==> src/rtl/lrd_pkg.sv <==
// shared constants, types and states for the dual channel light readout
// How it works
// - both channel integrators run on one timer
// - broadband to channel zero, infrared to one
// - results buffered, host never sees mixed bytes
// - next integration restarts right after transfer
// - results are unsigned 16 bit, read serially
// - broadband result outside upper or lower limit interrupts
// - interrupt only after persistence count is reached
// - serial alert variant answers alert response read
// - level variant holds interrupt until host clears
// - interrupt pin is open drain, pulls low
// - three level select pin picks bus address
// - bus up to 400 kHz, oversampled here
// - power down stops all conversion activity
package lrd_pkg;
   localparam int CLK_MHZ = 250;
   // integration time in microseconds, a plain default
   localparam int INT_TIME_US = 100;
   localparam int INT_CYCLES_DEF = INT_TIME_US * CLK_MHZ;
   localparam int TIMER_W = 24;
   localparam int DATA_W = 16;
   localparam int PERSIST_W = 4;
   // bus addresses per select level, values are arbitrary
   localparam logic [6:0] ADDR_LOW = 7'h10;
   localparam logic [6:0] ADDR_FLOAT = 7'h11;
   localparam logic [6:0] ADDR_HIGH = 7'h12;
   localparam logic [6:0] ALERT_RESP_ADDR = 7'h0c;
   localparam logic [7:0] FILL_BYTE = 8'hff;
   localparam logic [2:0] LAST_BIT = 3'h7;
   localparam logic [1:0] LAST_BYTE = 2'h3;
   // synchroniser vector lanes
   localparam int S_SCL = 0;
   localparam int S_SDA = 1;
   localparam int S_BB = 2;
   localparam int S_IR = 3;
   localparam int S_ALO = 4;
   localparam int S_AHI = 5;
   localparam int S_W = 6;

   typedef struct packed {
      logic [DATA_W-1:0] infrared;
      logic [DATA_W-1:0] broadband;
   } lrd_result_t;

   typedef struct packed {
      logic [DATA_W-1:0] upper;
      logic [DATA_W-1:0] lower;
      logic [PERSIST_W-1:0] persist;
   } lrd_window_t;

   typedef enum logic [3:0] {
      BUS_IDLE, BUS_ADDR, BUS_ADDR_DONE, BUS_ADDR_ACK, BUS_TX, BUS_TX_DONE,
      BUS_MACK, BUS_MACK_DONE, BUS_RX, BUS_RX_DONE, BUS_RX_ACK
   } lrd_bus_state_t;
endpackage : lrd_pkg
==> src/rtl/lrd_channel_integrator.sv <==
// one channel's saturating photo pulse counter
`timescale 1ns/1ps
module lrd_channel_integrator (
   input wire logic sys_clk,
   input wire logic rst_n,
   input wire logic restart,
   input wire logic pulseTick,
   output logic [lrd_pkg::DATA_W-1:0] count
);
   import lrd_pkg::*;

   wire logic atMax = &count;
   always_ff @(posedge sys_clk) begin
      if (!rst_n || restart) begin
         count <= '0;
      end else if (pulseTick && !atMax) begin
         count <= count + 1'b1;
      end
   end
endmodule : lrd_channel_integrator

==> src/rtl/lrd_light_readout.sv <==
// dual channel integrating light readout with serial read port and threshold interrupt
`timescale 1ns/1ps
module lrd_light_readout #(
   parameter int INT_CYCLES = lrd_pkg::INT_CYCLES_DEF
) (
   input wire logic sys_clk,
   input wire logic rst_n,
   input wire logic bbPulse,
   input wire logic irPulse,
   input wire logic powerDown,
   input wire logic smbusVariant,
   input wire lrd_pkg::lrd_window_t windowIn,
   input wire logic windowLoad,
   input wire logic intClear,
   input wire logic addrPinLow,
   input wire logic addrPinHigh,
   input wire logic sclIn,
   input wire logic sdaIn,
   output logic sdaOut,
   output logic sdaOe,
   output logic intOut,
   output logic intOe,
   output lrd_pkg::lrd_result_t resultOut
);
   import lrd_pkg::*;

   logic [S_W-1:0] syncA;
   logic [S_W-1:0] syncB;
   logic [S_W-1:0] syncC;
   logic [TIMER_W-1:0] timer;
   logic [DATA_W-1:0] bbCount;
   logic [DATA_W-1:0] irCount;
   lrd_result_t pending;
   logic pendValid;
   lrd_window_t window;
   logic [PERSIST_W-1:0] persistCnt;
   logic intActive;
   lrd_bus_state_t state;
   logic [2:0] bitCnt;
   logic [7:0] rxShift;
   logic [7:0] txShift;
   logic [1:0] byteIdx;
   logic isRead;
   logic isAlert;
   logic hostAck;
   localparam logic [S_W-1:0] SYNC_IDLE = (S_W'(1) << S_SCL) | (S_W'(1) << S_SDA);
   // bus, pulse and select pins pass two flops; 4 ns sampling far outruns 400 kHz
   always_ff @(posedge sys_clk) begin
      if (!rst_n) begin
         syncA <= SYNC_IDLE; // bus lines rest high, so no false edge after reset
         syncB <= SYNC_IDLE;
         syncC <= SYNC_IDLE;
      end else begin
         syncA <= {addrPinHigh, addrPinLow, irPulse, bbPulse, sdaIn, sclIn};
         syncB <= syncA;
         syncC <= syncB;
      end
   end

   // edge detection on the settled copies only
   wire logic sclRise = syncB[S_SCL] & ~syncC[S_SCL];
   wire logic sclFall = ~syncB[S_SCL] & syncC[S_SCL];
   wire logic sdaBit = syncB[S_SDA];
   wire logic startCond = syncB[S_SCL] & syncC[S_SCL] & ~syncB[S_SDA] & syncC[S_SDA];
   wire logic stopCond = syncB[S_SCL] & syncC[S_SCL] & syncB[S_SDA] & ~syncC[S_SDA];
   wire logic bbTick = syncB[S_BB] & ~syncC[S_BB];
   wire logic irTick = syncB[S_IR] & ~syncC[S_IR];

   // low pin, high pin, or neither driven means floating
   wire logic [6:0] ownAddr = syncB[S_ALO] ? ADDR_LOW :
                              syncB[S_AHI] ? ADDR_HIGH : ADDR_FLOAT;

   // conversion timer; power down clears it and the counters
   wire logic convDone = !powerDown && (timer == TIMER_W'(INT_CYCLES - 1));
   always_ff @(posedge sys_clk) begin
      if (!rst_n || powerDown || convDone) begin
         timer <= '0;
      end else begin
         timer <= timer + 1'b1;
      end
   end

   // both integrators share restart and timer
   // restart on the cycle of transfer
   wire logic restartInt = powerDown || convDone;
   lrd_channel_integrator bbIntegrator (
      .sys_clk(sys_clk),
      .rst_n(rst_n),
      .restart(restartInt),
      .pulseTick(bbTick),
      .count(bbCount)
   );
   lrd_channel_integrator irIntegrator (
      .sys_clk(sys_clk),
      .rst_n(rst_n),
      .restart(restartInt),
      .pulseTick(irTick),
      .count(irCount)
   );
   // frame in progress: bus activity holds the data registers from start until stop, an address miss or a refused read byte
   wire logic hostBusy = (state != BUS_IDLE);

   // broadband into channel zero, infrared into channel one
   // pending stage is the second buffer
   always_ff @(posedge sys_clk) begin
      if (!rst_n) begin
         pending <= '0;
         pendValid <= 1'b0;
      end else if (convDone) begin
         pending <= '{infrared: irCount, broadband: bbCount};
         pendValid <= 1'b1;
      end else if (!hostBusy) begin
         pendValid <= 1'b0;
      end
   end
   always_ff @(posedge sys_clk) begin
      if (!rst_n) begin
         resultOut <= '0;
      end else if (pendValid && !hostBusy) begin
         resultOut <= pending;
      end
   end

   // host held window and persistence settings
   always_ff @(posedge sys_clk) begin
      if (!rst_n) begin
         window <= '{upper: '1, lower: '0, persist: '0};
      end else if (windowLoad) begin
         window <= windowIn;
      end
   end

   // window test on each fresh broadband result
   wire logic outside = (bbCount > window.upper) || (bbCount < window.lower);
   wire logic [PERSIST_W-1:0] nextPersist = (&persistCnt) ? persistCnt : persistCnt + 1'b1;
   // fire once the run of outside results reaches the setting
   wire logic fire = convDone && outside && (nextPersist >= window.persist);
   always_ff @(posedge sys_clk) begin
      if (!rst_n) begin
         persistCnt <= '0;
      end else if (convDone) begin
         persistCnt <= outside ? nextPersist : '0;
      end
   end

   // alert answered when the response byte finishes on the bus
   wire logic alertServed = isAlert && (state == BUS_TX_DONE) && sclFall;
   // level variant clears only on host clear
   // alert variant clears on the alert response read
   wire logic clearReq = smbusVariant ? alertServed : intClear;
   always_ff @(posedge sys_clk) begin
      if (!rst_n) begin
         intActive <= 1'b0;
      end else if (fire) begin
         intActive <= 1'b1; // a new event beats a clear in the same cycle
      end else if (clearReq) begin
         intActive <= 1'b0;
      end
   end

   // open drain: pin value fixed low, enable pulls it
   always_ff @(posedge sys_clk) begin
      if (!rst_n) begin
         intOut <= 1'b0;
         intOe <= 1'b0;
         sdaOut <= 1'b0;
      end else begin
         intOut <= 1'b0;
         intOe <= intActive;
         sdaOut <= 1'b0;
      end
   end
   // transmit byte selection: four data bytes low first, then fill
   function automatic logic [7:0] byte_sel(input lrd_result_t r, input logic [1:0] idx);
      byte_sel = r[{idx, 3'h0} +: 8];
   endfunction : byte_sel
   wire logic [7:0] dataByteNext = byte_sel(resultOut, byteIdx + 2'h1);
   wire logic lastSent = isAlert || (byteIdx == LAST_BYTE);
   wire logic [7:0] firstByte = isAlert ? {ownAddr, 1'b0} : byte_sel(resultOut, byteIdx);
   wire logic addrMatch = (rxShift[7:1] == ownAddr);
   wire logic alertMatch = smbusVariant && intActive && rxShift[0] &&
                           (rxShift[7:1] == ALERT_RESP_ADDR);

   // serial slave, data changes on falling clock, sampled on rising
   always_ff @(posedge sys_clk) begin
      if (!rst_n || stopCond) begin
         state <= BUS_IDLE;
         sdaOe <= 1'b0;
         bitCnt <= '0;
         rxShift <= '0;
         txShift <= '0;
         byteIdx <= '0;
         isRead <= 1'b0;
         isAlert <= 1'b0;
         hostAck <= 1'b0;
      end else if (startCond) begin
         state <= BUS_ADDR;
         sdaOe <= 1'b0;
         bitCnt <= '0;
         byteIdx <= '0;
         isAlert <= 1'b0;
      end else begin
         case (state)
            BUS_ADDR, BUS_RX: begin
               if (sclRise) begin
                  rxShift <= {rxShift[6:0], sdaBit};
                  bitCnt <= bitCnt + 1'b1;
                  if (bitCnt == LAST_BIT) begin
                     state <= (state == BUS_ADDR) ? BUS_ADDR_DONE : BUS_RX_DONE;
                  end
               end
            end
            BUS_ADDR_DONE: begin
               if (sclFall) begin
                  isRead <= rxShift[0];
                  isAlert <= alertMatch;
                  if (addrMatch || alertMatch) begin
                     sdaOe <= 1'b1;
                     state <= BUS_ADDR_ACK;
                  end else begin
                     state <= BUS_IDLE;
                  end
               end
            end
            BUS_ADDR_ACK: begin
               if (sclFall) begin
                  bitCnt <= '0;
                  if (isRead) begin
                     txShift <= firstByte;
                     sdaOe <= ~firstByte[7];
                     state <= BUS_TX;
                  end else begin
                     sdaOe <= 1'b0;
                     state <= BUS_RX;
                  end
               end
            end
            BUS_TX: begin
               if (sclRise) begin
                  bitCnt <= bitCnt + 1'b1;
                  if (bitCnt == LAST_BIT) begin
                     state <= BUS_TX_DONE;
                  end
               end else if (sclFall) begin
                  txShift <= {txShift[6:0], 1'b0};
                  sdaOe <= ~txShift[6];
               end
            end
            BUS_TX_DONE: begin
               if (sclFall) begin
                  sdaOe <= 1'b0;
                  state <= BUS_MACK;
               end
            end
            BUS_MACK: begin
               if (sclRise) begin
                  hostAck <= ~sdaBit;
                  state <= BUS_MACK_DONE;
               end
            end
            BUS_MACK_DONE: begin
               if (sclFall) begin
                  bitCnt <= '0;
                  if (hostAck) begin
                     txShift <= lastSent ? FILL_BYTE : dataByteNext; // fill past last byte
                     sdaOe <= lastSent ? 1'b0 : ~dataByteNext[7];
                     byteIdx <= lastSent ? byteIdx : byteIdx + 1'b1;
                     isAlert <= 1'b0;
                     state <= BUS_TX;
                  end else begin
                     state <= BUS_IDLE;
                  end
               end
            end
            BUS_RX_DONE: begin
               if (sclFall) begin
                  sdaOe <= 1'b1; // writes are acknowledged and discarded
                  state <= BUS_RX_ACK;
               end
            end
            BUS_RX_ACK: begin
               if (sclFall) begin
                  sdaOe <= 1'b0;
                  bitCnt <= '0;
                  state <= BUS_RX;
               end
            end
            default: begin
               sdaOe <= 1'b0;
               state <= BUS_IDLE;
            end
         endcase
      end
   end
endmodule : lrd_light_readout

==> config.mk <==
export PLATFORM = sky130hd
export DESIGN_NAME = lrd_light_readout
export DESIGN_NICKNAME = d
export VERILOG_FILES = /design/src/rtl/lrd_pkg.sv /design/src/rtl/lrd_channel_integrator.sv /design/src/rtl/lrd_light_readout.sv
export SDC_FILE = /design/constraint.sdc
export NUM_CORES = 1
export LEC_CHECK = 0
export ABC_AREA = 1
export BUFFER_PORTS_ARGS = -buffer_cell sky130_fd_sc_hd__buf_4
export CORE_MARGIN = 4
export CORE_UTILIZATION = 31
export DETAILED_ROUTE_END_ITERATION = 6
export PLACE_DENSITY = 0.44
export SYNTH_ARGS = -nofsm -noshare
export SYNTH_HDL_FRONTEND = slang
export SYNTH_SLANG_ARGS = --single-unit
export TNS_END_PERCENT = 100
==> constraint.sdc <==
create_clock -name sys_clk -period 4 [get_ports sys_clk]
set_input_delay 0.2 -clock sys_clk [delete_from_list [all_inputs] [get_ports sys_clk]]
set_output_delay 0.2 -clock sys_clk [all_outputs]
set_load 0.01 [all_outputs]
# Yosys cells after proc, flatten, opt, wreduce, memory -nomap -nowiden
# Cells that the tools add are included.
# totals
reg_bits	207
input_bits	48
output_inout_bits	36
word_cells	207
# classes
n_addsub	6
order_cmp	3
eq_ne	46
n_shift	2
muxes	54
bitwise	21
n_reduce_logical	48
# ops
op	count
32-bit by 6-bit indexed part select with 8-bit output	2
4-bit two-way mux	15
7-bit two-way mux	7
4-bit case mux with 9 select lines	1
2-bit != test, second input constant	17
3-bit != test, second input constant	11
16-bit by 1-bit adder with 16-bit output, second input constant	2
16-bit AND reduction	2
24-bit by 1-bit adder with 24-bit output, second input constant	1
24-bit by 15-bit == test with 1-bit output, second input constant	1
11-bit AND reduction	2
7-bit case mux with 3 select lines	1
1-bit two-way mux	20
4-bit by 3-bit == test with 1-bit output, second input constant	4
16-bit greater-than comparator	1
16-bit < comparator	1
4-bit == test, second input constant	3
1-bit inverter	12
3-bit AND reduction	4
4-bit AND reduction	3
1-bit logical AND	11
10-bit AND reduction	1
1-bit AND	9
3-bit two-way mux	3
other kinds (24)	46

# Depth between registers and ports, before layout
# Gate-level depths: netlist of the first run.
# depth
depth_word	8
mapped_depth	15
mapped_depth_nobuf	15

# By module
# Synthesis of the first run repeated with hierarchy kept, for this count alone.
# hier_totals
cells_unflattened	1489
hier_area_um2	10357.4
# by_module_without_submodules
mod	n_inst	cells_per_inst	area_per_inst_um2
lrd_light_readout	1	1177	8370.5
lrd_channel_integrator	2	156	993.5

# Worst setup path before layout of the first run
# No wires, ideal clock.
# synth_path
kind	reg-to-reg
start	register persistCnt[0]
end	register intActive
setup_ns	0.134
arrival_time_ns	1.774
slack_ns	2.092
path_stages_with_launch	13
path_buffers	0
cell_sequence	dfxtp_1 > ha_1 > nand2_1 > inv_1 > nand2_1 > mux2_2 > ha_1 > inv_1 > nor2_1 > o211ai_1 > nand3_1 > nand3_1 > a21oi_1
# synth_between
elab_chain_len	5
word_cells_on_any_way	7
classes_between	add/sub: 1; order compare: 1; mux: 2; reduce/logical: 3
# synth_lines
element	line	rtl
start: declaration	lrd_light_readout.sv:36	logic [PERSIST_W-1:0] persistCnt;
start signal: assignment	lrd_light_readout.sv:142	persistCnt <= outside ? nextPersist : '0;
4-bit by 1-bit adder with 4-bit output / 4-bit AND reduction (equally long branches)	lrd_light_readout.sv:135	wire logic [PERSIST_W-1:0] nextPersist = (&persistCnt) ? persistCnt : persistCnt + 1'b1;
4-bit two-way mux (*)	lrd_light_readout.sv:135	
4-bit >= comparator (*)	lrd_light_readout.sv:137	wire logic fire = convDone && outside && (nextPersist >= window.persist);
1-bit logical AND (*)	lrd_light_readout.sv:137	
1-bit two-way mux / 2-bit nonzero test (equally long branches)	--	
end signal: assignment	lrd_light_readout.sv:153	intActive <= 1'b0;
end signal: assignment	lrd_light_readout.sv:155	intActive <= 1'b1;
end signal: assignment	lrd_light_readout.sv:157	intActive <= 1'b0;
end: declaration	lrd_light_readout.sv:37	logic intActive;
# Mark *: on every way between the ends. The rest lies on a longest branch, timed or not.
# A chain may end at the register's enable or synchronous reset.

# Worst setup path after layout of the first run
# layout_path
start	register state[2]
end	register resultOut[10] in the netlist's numbering
# layout_between
elab_chain_len	3
# layout_lines
element	line	rtl
start: declaration	lrd_light_readout.sv:38	lrd_bus_state_t state;
start signal: assignment	lrd_light_readout.sv:209	state <= (state == BUS_ADDR) ? BUS_ADDR_DONE : BUS_RX_DONE;
4-bit nonzero test	lrd_light_readout.sv:101	wire logic hostBusy = (state != BUS_IDLE);
1-bit logical NOT	lrd_light_readout.sv:119	end else if (pendValid && !hostBusy) begin
1-bit logical AND	lrd_light_readout.sv:119	
end signal: assignment	lrd_light_readout.sv:120	resultOut <= pending;
end: declaration	lrd_light_readout.sv:23	output lrd_pkg::lrd_result_t resultOut
# Every way passes these cells.

==> results by group, run 1 <==
Critical path
  • Crit path max-delay cell type: sky130_fd_sc_hd__nand3_2
  • Largest fanout of any net on the critical path: 62
  • Worst setup EP type: register
  • Worst reg2reg endpoint: resultOut[10]
  • Total buffers and inverters traversed by the critical path: 0
  • Worst endpoint required time: 4360 ps
  • Cell breakdown of the critical path: nor2_1, nand3_2, o21ai_0, a21oi_1
  • Crit path largest cell delay: 880 ps
  • Length in cells of the worst reg-to-reg path: 4
  • Worst reg-to-reg setup slack: ~1600 ps
  • Type of element launching the critical path: register
  • Critical setup path kind: register to register
  • Launch instance of the worst register-to-register path: state[2]
  • Arr. time, crit path: roughly 2700 ps
  • Kind of cell adding the most delay to the critical path: simple AND/OR/NAND/NOR gates

Worst hold path
  • HP Start: windowIn[1]
  • Worst Hold Class: input port to register
  • WHS Endpoint: window[1]
  • Hold Path Depth: 3

Power
  • Leak pwr: between 4 and 5 nW
  • PD cells: approximately 370 mW/mm2
  • Relative contribution of combinational cells to total power: 0.055
  • Worst ir drop on vdd: 270 uV
  • Power Internal: between 0.003 and 0.004 W
  • Relative contribution of the clock network to total power: 0.476
  • Power dissipated by switching net loads: 0.00101 W
  • Seq pwr share: 0.469
  • Switching share of power: 0.224

Layout
  • Final Cell Area: about 0.012 mm2
  • Final antenna diode count: 0
  • Final core area utilization: 0.379
  • Nets: 1581
  • Share of post-route cells with drive strength above 1: 0.128
  • Synth-to-Final Area Change: 21.2%

Clocking
  • Post-cts resize count: 0
  • Clock tree root buffer cell: sky130_fd_sc_hd__clkbuf_16
  • Clock transition at the registers of the reported paths: about 60 ps
  • Number of CTS-inserted buffers: 25
  • Number of H-tree levels: 1
  • CTS tree: yes
  • Clock latency of the later-clocked register in the worst-skew pair: 520 ps
  • Clock Path Buffers: 3
  • Number of buffers inserted to repair setup after CTS: 0
  • Post-cts hold buffer count: 41
  • Clk sinks: 207

Timing
  • Final min period: ~2400 ps
  • Slew at the pin closest to its max-slew limit: ~1100 ps
  • Worst Clk Skew: ~12 ps
  • Maximum frequency from static timing analysis: around 430 MHz
  • Number of endpoints with negative hold slack in the final report: 0
  • Max-slew violation total from the final report: 0
  • Count of endpoints failing setup in the final report: 0
  • Relative slew margins: 0.282
  • Share of the clock period used by the worst path: 0.588
  • Setup repair after global routing missed its margin: no
  • Post-layout worst setup margin: 1650 ps
  • Setup TNS after final layout: 0 ps

Placed design
  • RePlAce Congestion: roughly 0.84
  • Cell Area, Placed: approximately 0.011 mm2
  • Number of input and output port buffers inserted: 81
  • DP HPWL: ~20 mm
  • Setup WS pre-CTS: 1610 ps

Floorplanning
  • Die Y-Extent: around 190 um
  • Boundary pin count: 84
  • Die footprint: around 0.036 mm2
  • Core outline area: 0.0325 mm2
  • Num rows: 66
  • Horizontal die dimension: approximately 190 um
  • Effective utilization at floorplan: 0.313

Run status
  • Run status: finished, final reports clean

Global routing
  • Via count of the first global-routing pass: between 8000 and 9000
  • Aggregate global-route resource usage: 0.155
  • Routing usage on met1: 0.222
  • Antenna violations before repair: 0
  • Wire length of the first global-routing pass: around 46 mm
  • Largest net degree at the start of global routing: 70
  • Met2 track demand over resource in global routing: 0.249
  • Highest-utilization routing layer at the global route stage: met2
  • Routing usage on met3: 0.0271
  • Congestion Overflow GR: 0

Yosys
  • Number of enable flip-flop cells after synthesis: 0
  • Sequential share of the synthesized area: 0.408
  • Proportion of synthesized flip-flops having asynchronous set or reset: 0
  • Cell type with the highest aggregate area in the netlist: sky130_fd_sc_hd__dfxtp_1
  • Synth cell types: 44
  • Synth cell count leaders: sky130_fd_sc_hd__dfxtp_1, sky130_fd_sc_hd__nand2_1, sky130_fd_sc_hd__inv_1
  • Gate Count Post-Synth: around 1400
  • Area share of the leading cell type in the synthesized netlist: 0.408
  • Top-count cell post-synth: sky130_fd_sc_hd__dfxtp_1
  • Number of warnings reported in the yosys synthesis log: 0
  • Top flip-flop cell by instance count after synthesis: sky130_fd_sc_hd__dfxtp_1
  • Flip-flop and latch count after synthesis: ~210
  • Summed instance area of the synthesized netlist: about 0.010 mm2
  • Synthesized area divided by synthesized cell count: about 7.3 um2
  • Area contributors post-synth: sky130_fd_sc_hd__dfxtp_1, sky130_fd_sc_hd__a21oi_1, sky130_fd_sc_hd__nand2_1, sky130_fd_sc_hd__o21ai_0, sky130_fd_sc_hd__inv_1

Routing
  • Total iterations of the first detailed-routing run: 5
  • Detailed Route WL: 28.1 mm
  • Drt first-iter violations: between 500 and 600
  • Mean number of vias per cell: between 4 and 5
  • Vias post-DR: slightly above 9000
  • Count of antenna-violating nets left after detailed routing: 0
  • Average wire per standard cell: between 10 and 15 um
  • DRC Markers: 0

Run
  • Max_cap viols: 0
==> placed cells by master, fill, tap and decap left out, drive strengths merged <==
master       instances
dfxtp              207
nand2              204
inv                198
a21oi              176
o21ai              152
nor2               139
buf                 88
nand3               61
ha                  42
dlygate4sd3         41
nor3                36
clkbuf              34
a211oi              33
nand4               16
xor2                15
a31oi               11
clkinv               7
nor3b                6
nor4                 6
o211ai               5
or2                  5
a22oi                4
o21a                 3
nand3b               2
o221ai               2
conb                 2
mux2                 1
o31ai                1
nor4b                1
xnor2                1
a21o                 1
o2111ai              1
and3                 1
bufinv               1
clkinvlp             1
==> layer usage <==
layer / wire length (um) / up-vias
met1: 14100 / 4158
li1: - / 4827
met4: 476 / 0
met2: 12400 / 140
met3: 1170 / 27
met5: 0 / -
==> worst register-to-register path: cells and delay by family (launching register included) <==
kind            cells  cell delay (ps)
flops               1              340
simple gates        2             1170
compound gates      2              680
==> power by group through the flow <==
| stage | clock network, W | logic (W) | registers (W) |
|---|---|---|---|
| floorplan | 0 | 0.000140 | 0.00215 |
| global placement | 0 | 0.000219 | 0.00215 |
| detailed placement | 0 | 0.000222 | 0.00215 |
| CTS | 0.00223 | 0.000254 | 0.00211 |
| global route | 0.00231 | 0.000286 | 0.00211 |
| finish | 0.00214 | 0.000248 | 0.00211 |
==> logic make-up (layout without fill, tap and decap cells) <==
family                   count (synthesis)  count (layout)  share of synthesized area
adder cells (fa/ha/maj)                 42              42                     0.0517
other                                    1               2                   0.000369
multiplexers                             1               1                    0.00111
AND/OR/NAND/NOR                        477             477                      0.211
AO/OA/AOI/OAI                          389             389                      0.215
flip-flops                             207             207                      0.408
XOR/XNOR                                16              16                     0.0138
buffers and inverters                  255             370                     0.0985
==> worst max path at each step <==
stage	from	to	cells past startpoint
2_1_floorplan	persistCnt[0]	intActive	12
3_3_place_gp	state[3]	resultOut[2]	4
3_5_place_dp	state[3]	resultOut[10]	4
4_1_cts	state[2]	resultOut[10]	4
5_1_grt	state[3]	resultOut[10]	4
6_report	state[2]	resultOut[10]	4
==> sequential cells by signal, summed over array words and instances (netlist names), 2 cells and up <==
register and cells:
syncC 4, state 4, bbIntegrator.count 16, bitCnt 3, byteIdx 2, timer 24
syncA 6, pending 32, rxShift 8, txShift 7, irIntegrator.count 16, persistCnt 4
resultOut 32, syncB 6, window 36
==> metrics by stage <==
step,cells,power [W],hold WS (ps)
after floorplan,1389,0.00229,298
after global placement,1865,0.00237,390
after detailed placement,1865,0.00238,392
after CTS,1946,0.00459,1.15
after global routing,1946,0.00471,19.2
final,1946,0.00450,17.8
==> area by class of cell <==
class	count	area [um2]
Clock inverter	6	57.6
Fill cell	3457	20100
Sequential cell	207	4140
Timing Repair Buffer	129	1070
Tap cell	442	553
Multi-Input combinational cell	927	5020
Inverter	201	754
Clock buffer	34	709
Note: power is estimated with default switching activity, not from simulation.
==> run 2: changes to the inputs <==
--- a/config.mk
+++ b/config.mk
@@ -5,7 +5,7 @@
 export SDC_FILE = /design/constraint.sdc
 export NUM_CORES = 1
 export LEC_CHECK = 0
-export ABC_AREA = 1
+export ABC_AREA = 0
 export BUFFER_PORTS_ARGS = -buffer_cell sky130_fd_sc_hd__buf_4
 export CORE_MARGIN = 4
 export CORE_UTILIZATION = 31
==> constraint.sdc (replaced) <==
create_clock -name sys_clk -period 2.22 [get_ports sys_clk]
set_input_delay 0.111 -clock sys_clk [delete_from_list [all_inputs] [get_ports sys_clk]]
set_output_delay 0.111 -clock sys_clk [all_outputs]
set_load 0.01 [all_outputs]
==> results by group, run 2 <==
Run status
  • Run status: finished, final reports clean

Yosys
  • Top flip-flop cell by instance count after synthesis: sky130_fd_sc_hd__dfxtp_1
  • Top-count cell post-synth: sky130_fd_sc_hd__dfxtp_1
  • Number of warnings reported in the yosys synthesis log: 0 (unchanged)
  • Cell type with the highest aggregate area in the netlist: sky130_fd_sc_hd__dfxtp_1
  • Proportion of synthesized flip-flops having asynchronous set or reset: 0 (unchanged)
  • Sequential share of the synthesized area: 0.417 (+0.00882)
  • Portion of netlist area occupied by mux cells: 0.0756 (+0.0745)
  • Area share of the leading cell type in the synthesized netlist: 0.417 (+0.00882)
  • Synth cell types: 65 (+48%)
  • XOR/XNOR share of the synthesized area: 0.0440 (+0.0302)
  • Adder and majority gate portion of the synthesized area: 0.0528 (+0.00112)
  • Synthesized area divided by synthesized cell count: 8.72 um2 (+19%)
  • Main combinational cell family by area after synthesis: simple AND/OR/NAND/NOR gates
  • Area contributors post-synth: sky130_fd_sc_hd__dfxtp_1, sky130_fd_sc_hd__nand2_1, sky130_fd_sc_hd__ha_1, sky130_fd_sc_hd__a21boi_0, sky130_fd_sc_hd__mux2i_1
  • Number of enable flip-flop cells after synthesis: 0 (unchanged)
  • Synth cell count leaders: sky130_fd_sc_hd__dfxtp_1, sky130_fd_sc_hd__nand2_1, sky130_fd_sc_hd__nor2_1
  • Summed instance area of the synthesized netlist: 0.00995 mm2 (-2.1%)
  • Gate Count Post-Synth: 1141 (-18%)
  • Fraction of the mapped netlist area in compound gates: 0.138 (-0.0776)
  • Simple-Gate Fraction of Synth Area: 0.224 (+0.0127)
  • Flip-flop and latch count after synthesis: 207 (unchanged)

Critical path
  • Total buffers and inverters traversed by the critical path: 0 (unchanged)
  • Worst setup EP type: register
  • Type of element launching the critical path: register
  • Crit path largest cell delay: 490 ps (-390 ps)
  • Length in cells of the worst reg-to-reg path: 7 (+3)
  • Stages on worst setup path: 7 (+3)
  • Arr. time, crit path: 2470 ps (-240 ps)
  • Worst endpoint required time: 2620 ps (-1740 ps)
  • Crit path max-delay cell type: sky130_fd_sc_hd__dfxtp_1
  • Largest fanout of any net on the critical path: 5 (-92%)
  • Cell breakdown of the critical path: ha_1, nand4_1, nor2_1, a221o_1, o31a_1, o211ai_1, a21boi_0
  • Kind of cell adding the most delay to the critical path: compound AO/OA/AOI/OAI gates
  • Critical setup path kind: register to register

Clocking
  • Clk sinks: 207 (unchanged)
  • Clock tree root buffer cell: sky130_fd_sc_hd__clkbuf_16
  • Number of CTS-inserted buffers: 26 (+4.0%)
  • Clock Path Buffers: 3 (unchanged)
  • CTS tree: yes
  • Clock transition at the registers of the reported paths: 60 ps (about the same)
  • Number of H-tree levels: 1 (unchanged)
  • Clock latency of the later-clocked register in the worst-skew pair: 530 ps (about the same)

Routing
  • Count of antenna-violating nets left after detailed routing: 0 (unchanged)
  • Average wire per standard cell: 15.5 um (+7.8%)
  • Drt first-iter violations: 314 (-44%)
  • DRC Markers: 0 (unchanged)
  • Vias post-DR: 8121 (-11%)
  • Total iterations of the first detailed-routing run: 4 (-1)
  • Mean number of vias per cell: 4.79 (+1.9%)
  • Detailed Route WL: 26.3 mm (-6.2%)

Layout
  • Number of cells in the finished layout apart from fillers: 1694 (-13%)
  • Final antenna diode count: 0 (unchanged)
  • Nets: 1362 (-14%)
  • Register with the most flip-flops: window
  • Most frequent cells in the layout: sky130_fd_sc_hd__dfxtp_1, sky130_fd_sc_hd__nand2_1, sky130_fd_sc_hd__buf_4
  • Largest registers in the final layout: window x36, pending x32, resultOut x32
  • Most frequent standard cell in the layout excluding fill and tap cells: sky130_fd_sc_hd__dfxtp_1
  • Filler cell count: 3187 (-7.8%)
  • Share of post-route cells with drive strength above 1: 0.147 (+0.0187)
  • Synth-to-Final Area Change: 26.6%
  • Number of flip-flops under the largest register name: 36 (unchanged)
  • Final Cell Area: 0.0126 mm2 (+2.3%)

Power
  • Leak pwr: 4.88 nW (-2.2%)
  • Worst ir drop on vdd: 546 uV (+100%)
  • PD cells: 729 mW/mm2 (+99%)

Global routing
  • Antenna violations before repair: 0 (unchanged)
  • Congestion Overflow GR: 0 (unchanged)
  • Largest net degree at the start of global routing: 91 (+30%)
  • Wire length of the first global-routing pass: 43.8 mm (-5.4%)
  • Aggregate global-route resource usage: 0.150 (-0.00574)
  • Via count of the first global-routing pass: 8144 (-6.4%)

Floorplanning
  • Die footprint: 0.0350 mm2 (-2.0%)
  • Die Y-Extent: 187 um (-1.0%)
  • Effective utilization at floorplan: 0.314 (+0.00128)
  • Num rows: 65 (-1.5%)
  • Core outline area: 0.0316 mm2 (-2.5%)
  • Boundary pin count: 84 (unchanged)
  • Horizontal die dimension: 187 um (-1.0%)

Timing
  • Final min period: 2070 ps (-282 ps)
  • Worst Clk Skew: 17.8 ps (+5.91 ps)
  • Slew at the pin closest to its max-slew limit: 729 ps (-348 ps)
  • Setup repair after global routing missed its margin: no
  • Final-layout worst hold slack: 105 ps (+87.4 ps)
  • Setup TNS after final layout: 0 ps (unchanged)
  • Max-slew violation total from the final report: 0 (unchanged)
  • Maximum frequency from static timing analysis: 483 MHz (+14%)
  • Number of endpoints with negative hold slack in the final report: 0 (unchanged)
  • Relative slew margins: 0.513 (+0.231)
  • Count of endpoints failing setup in the final report: 0 (unchanged)
  • Share of the clock period used by the worst path: 0.932 (+0.344)

Placed design
  • Number of input and output port buffers inserted: 81 (unchanged)
  • Placed instance count: 1601 (-14%)
  • DP HPWL: 18.7 mm (-8.9%)
  • RePlAce Congestion: 0.827 (-1.4%)
  • Cell Area, Placed: 0.0111 mm2 (about the same)

Worst hold path
  • Hold Path Depth: 5 (+2)
  • Worst Hold Class: input port to register

Run
  • Max_cap viols: 0 (unchanged)
[run 2: changes by cell type after synthesis, moves of 19 or more]
cell,delta
sky130_fd_sc_hd__a21oi_1,-142
sky130_fd_sc_hd__inv_1,-134
sky130_fd_sc_hd__o21ai_0,-109
sky130_fd_sc_hd__a21boi_0,+55
sky130_fd_sc_hd__mux2i_1,+38
sky130_fd_sc_hd__nand3_1,-30
sky130_fd_sc_hd__nor2_1,-30
sky130_fd_sc_hd__nor2b_1,+29
sky130_fd_sc_hd__xnor2_1,+23
sky130_fd_sc_hd__a211oi_2,-19
[run 2: timing repair]
action,in CTS,in global routing
setup buffers,0,1
resized for setup,0,2
hold buffers,44,0
endpoints found under the hold margin,43,0
endpoints found under the setup margin,0,5
[run 2: kinds of logic (layout without fill, tap and decap cells)]
logic type,after synthesis,after routing
and+or+nand+nor,473,473
DFF,207,207
AOI/OAI and AO/OA,201,201
buffers and inverters,112,262
muxes,55,55
xor gates and xnor gates,50,50
adders and majority gates,42,42
other,1,2
[run 2: routing by layer]
metal | vias to the layer above | global-route usage | wire length, um | part of all wire
li1 | 4188 | - | - | -
met1 | 3800 | 0.208 | 12800 | 0.49
met2 | 102 | 0.249 | 12100 | 0.46
met3 | 31 | 0.0202 | 927 | 0.035
met4 | 0 | 0.0319 | 510 | 0.019
met5 | - | 0 | 0 | 0
[run 2: cell type report]
cell class | instances | area (um2) | share of cell area
sequential | 207 | 4140 | 0.329
tap | 402 | 503 | 0.0399
clock buffer | 37 | 773 | 0.0614
inverter | 50 | 188 | 0.0149
timing repair buffer | 164 | 1420 | 0.112
clock inverter | 11 | 233 | 0.0185
multi-input combinational | 823 | 5340 | 0.424
[run 2: final timing paths]
| check | startpoint | end | slack [ps] |
|---|---|---|---|
| max | bbIntegrator.count[15] | persistCnt[3] | 150 |
| min | powerDown | pending[14] | 110 |
| max reg2reg | bbIntegrator.count[15] | persistCnt[3] | 150 |
| min reg2reg | syncA[1] | syncB[1] | 420 |
[run 2: worst min-delay path, stage by stage]
cell                       delay, ps
sky130_fd_sc_hd__buf_4           100
sky130_fd_sc_hd__nor3_2           50
sky130_fd_sc_hd__buf_12          170
sky130_fd_sc_hd__nand2_1          80
sky130_fd_sc_hd__a21boi_0         60
[run 2: through the flow]
stage	util	setup slack, ps	power, W
2_1_floorplan	-	241	0.00417
3_3_place_gp	0.352	159	0.00434
3_5_place_dp	0.352	95.7	0.00434
4_1_cts	0.398	73.1	0.00934
5_1_grt	0.398	3.88	0.00954
6_report	0.398	151	0.00918
[run 2: power by group]
part	switching (W)	total [W]	internal (W)	leakage, nW
clock network	0.00163	0.00486	0.00322	0.491
registers	0.0000346	0.00381	0.00378	1.68
logic	0.000252	0.000504	0.000252	2.71
total	0.00192	0.00918	0.00726	4.88
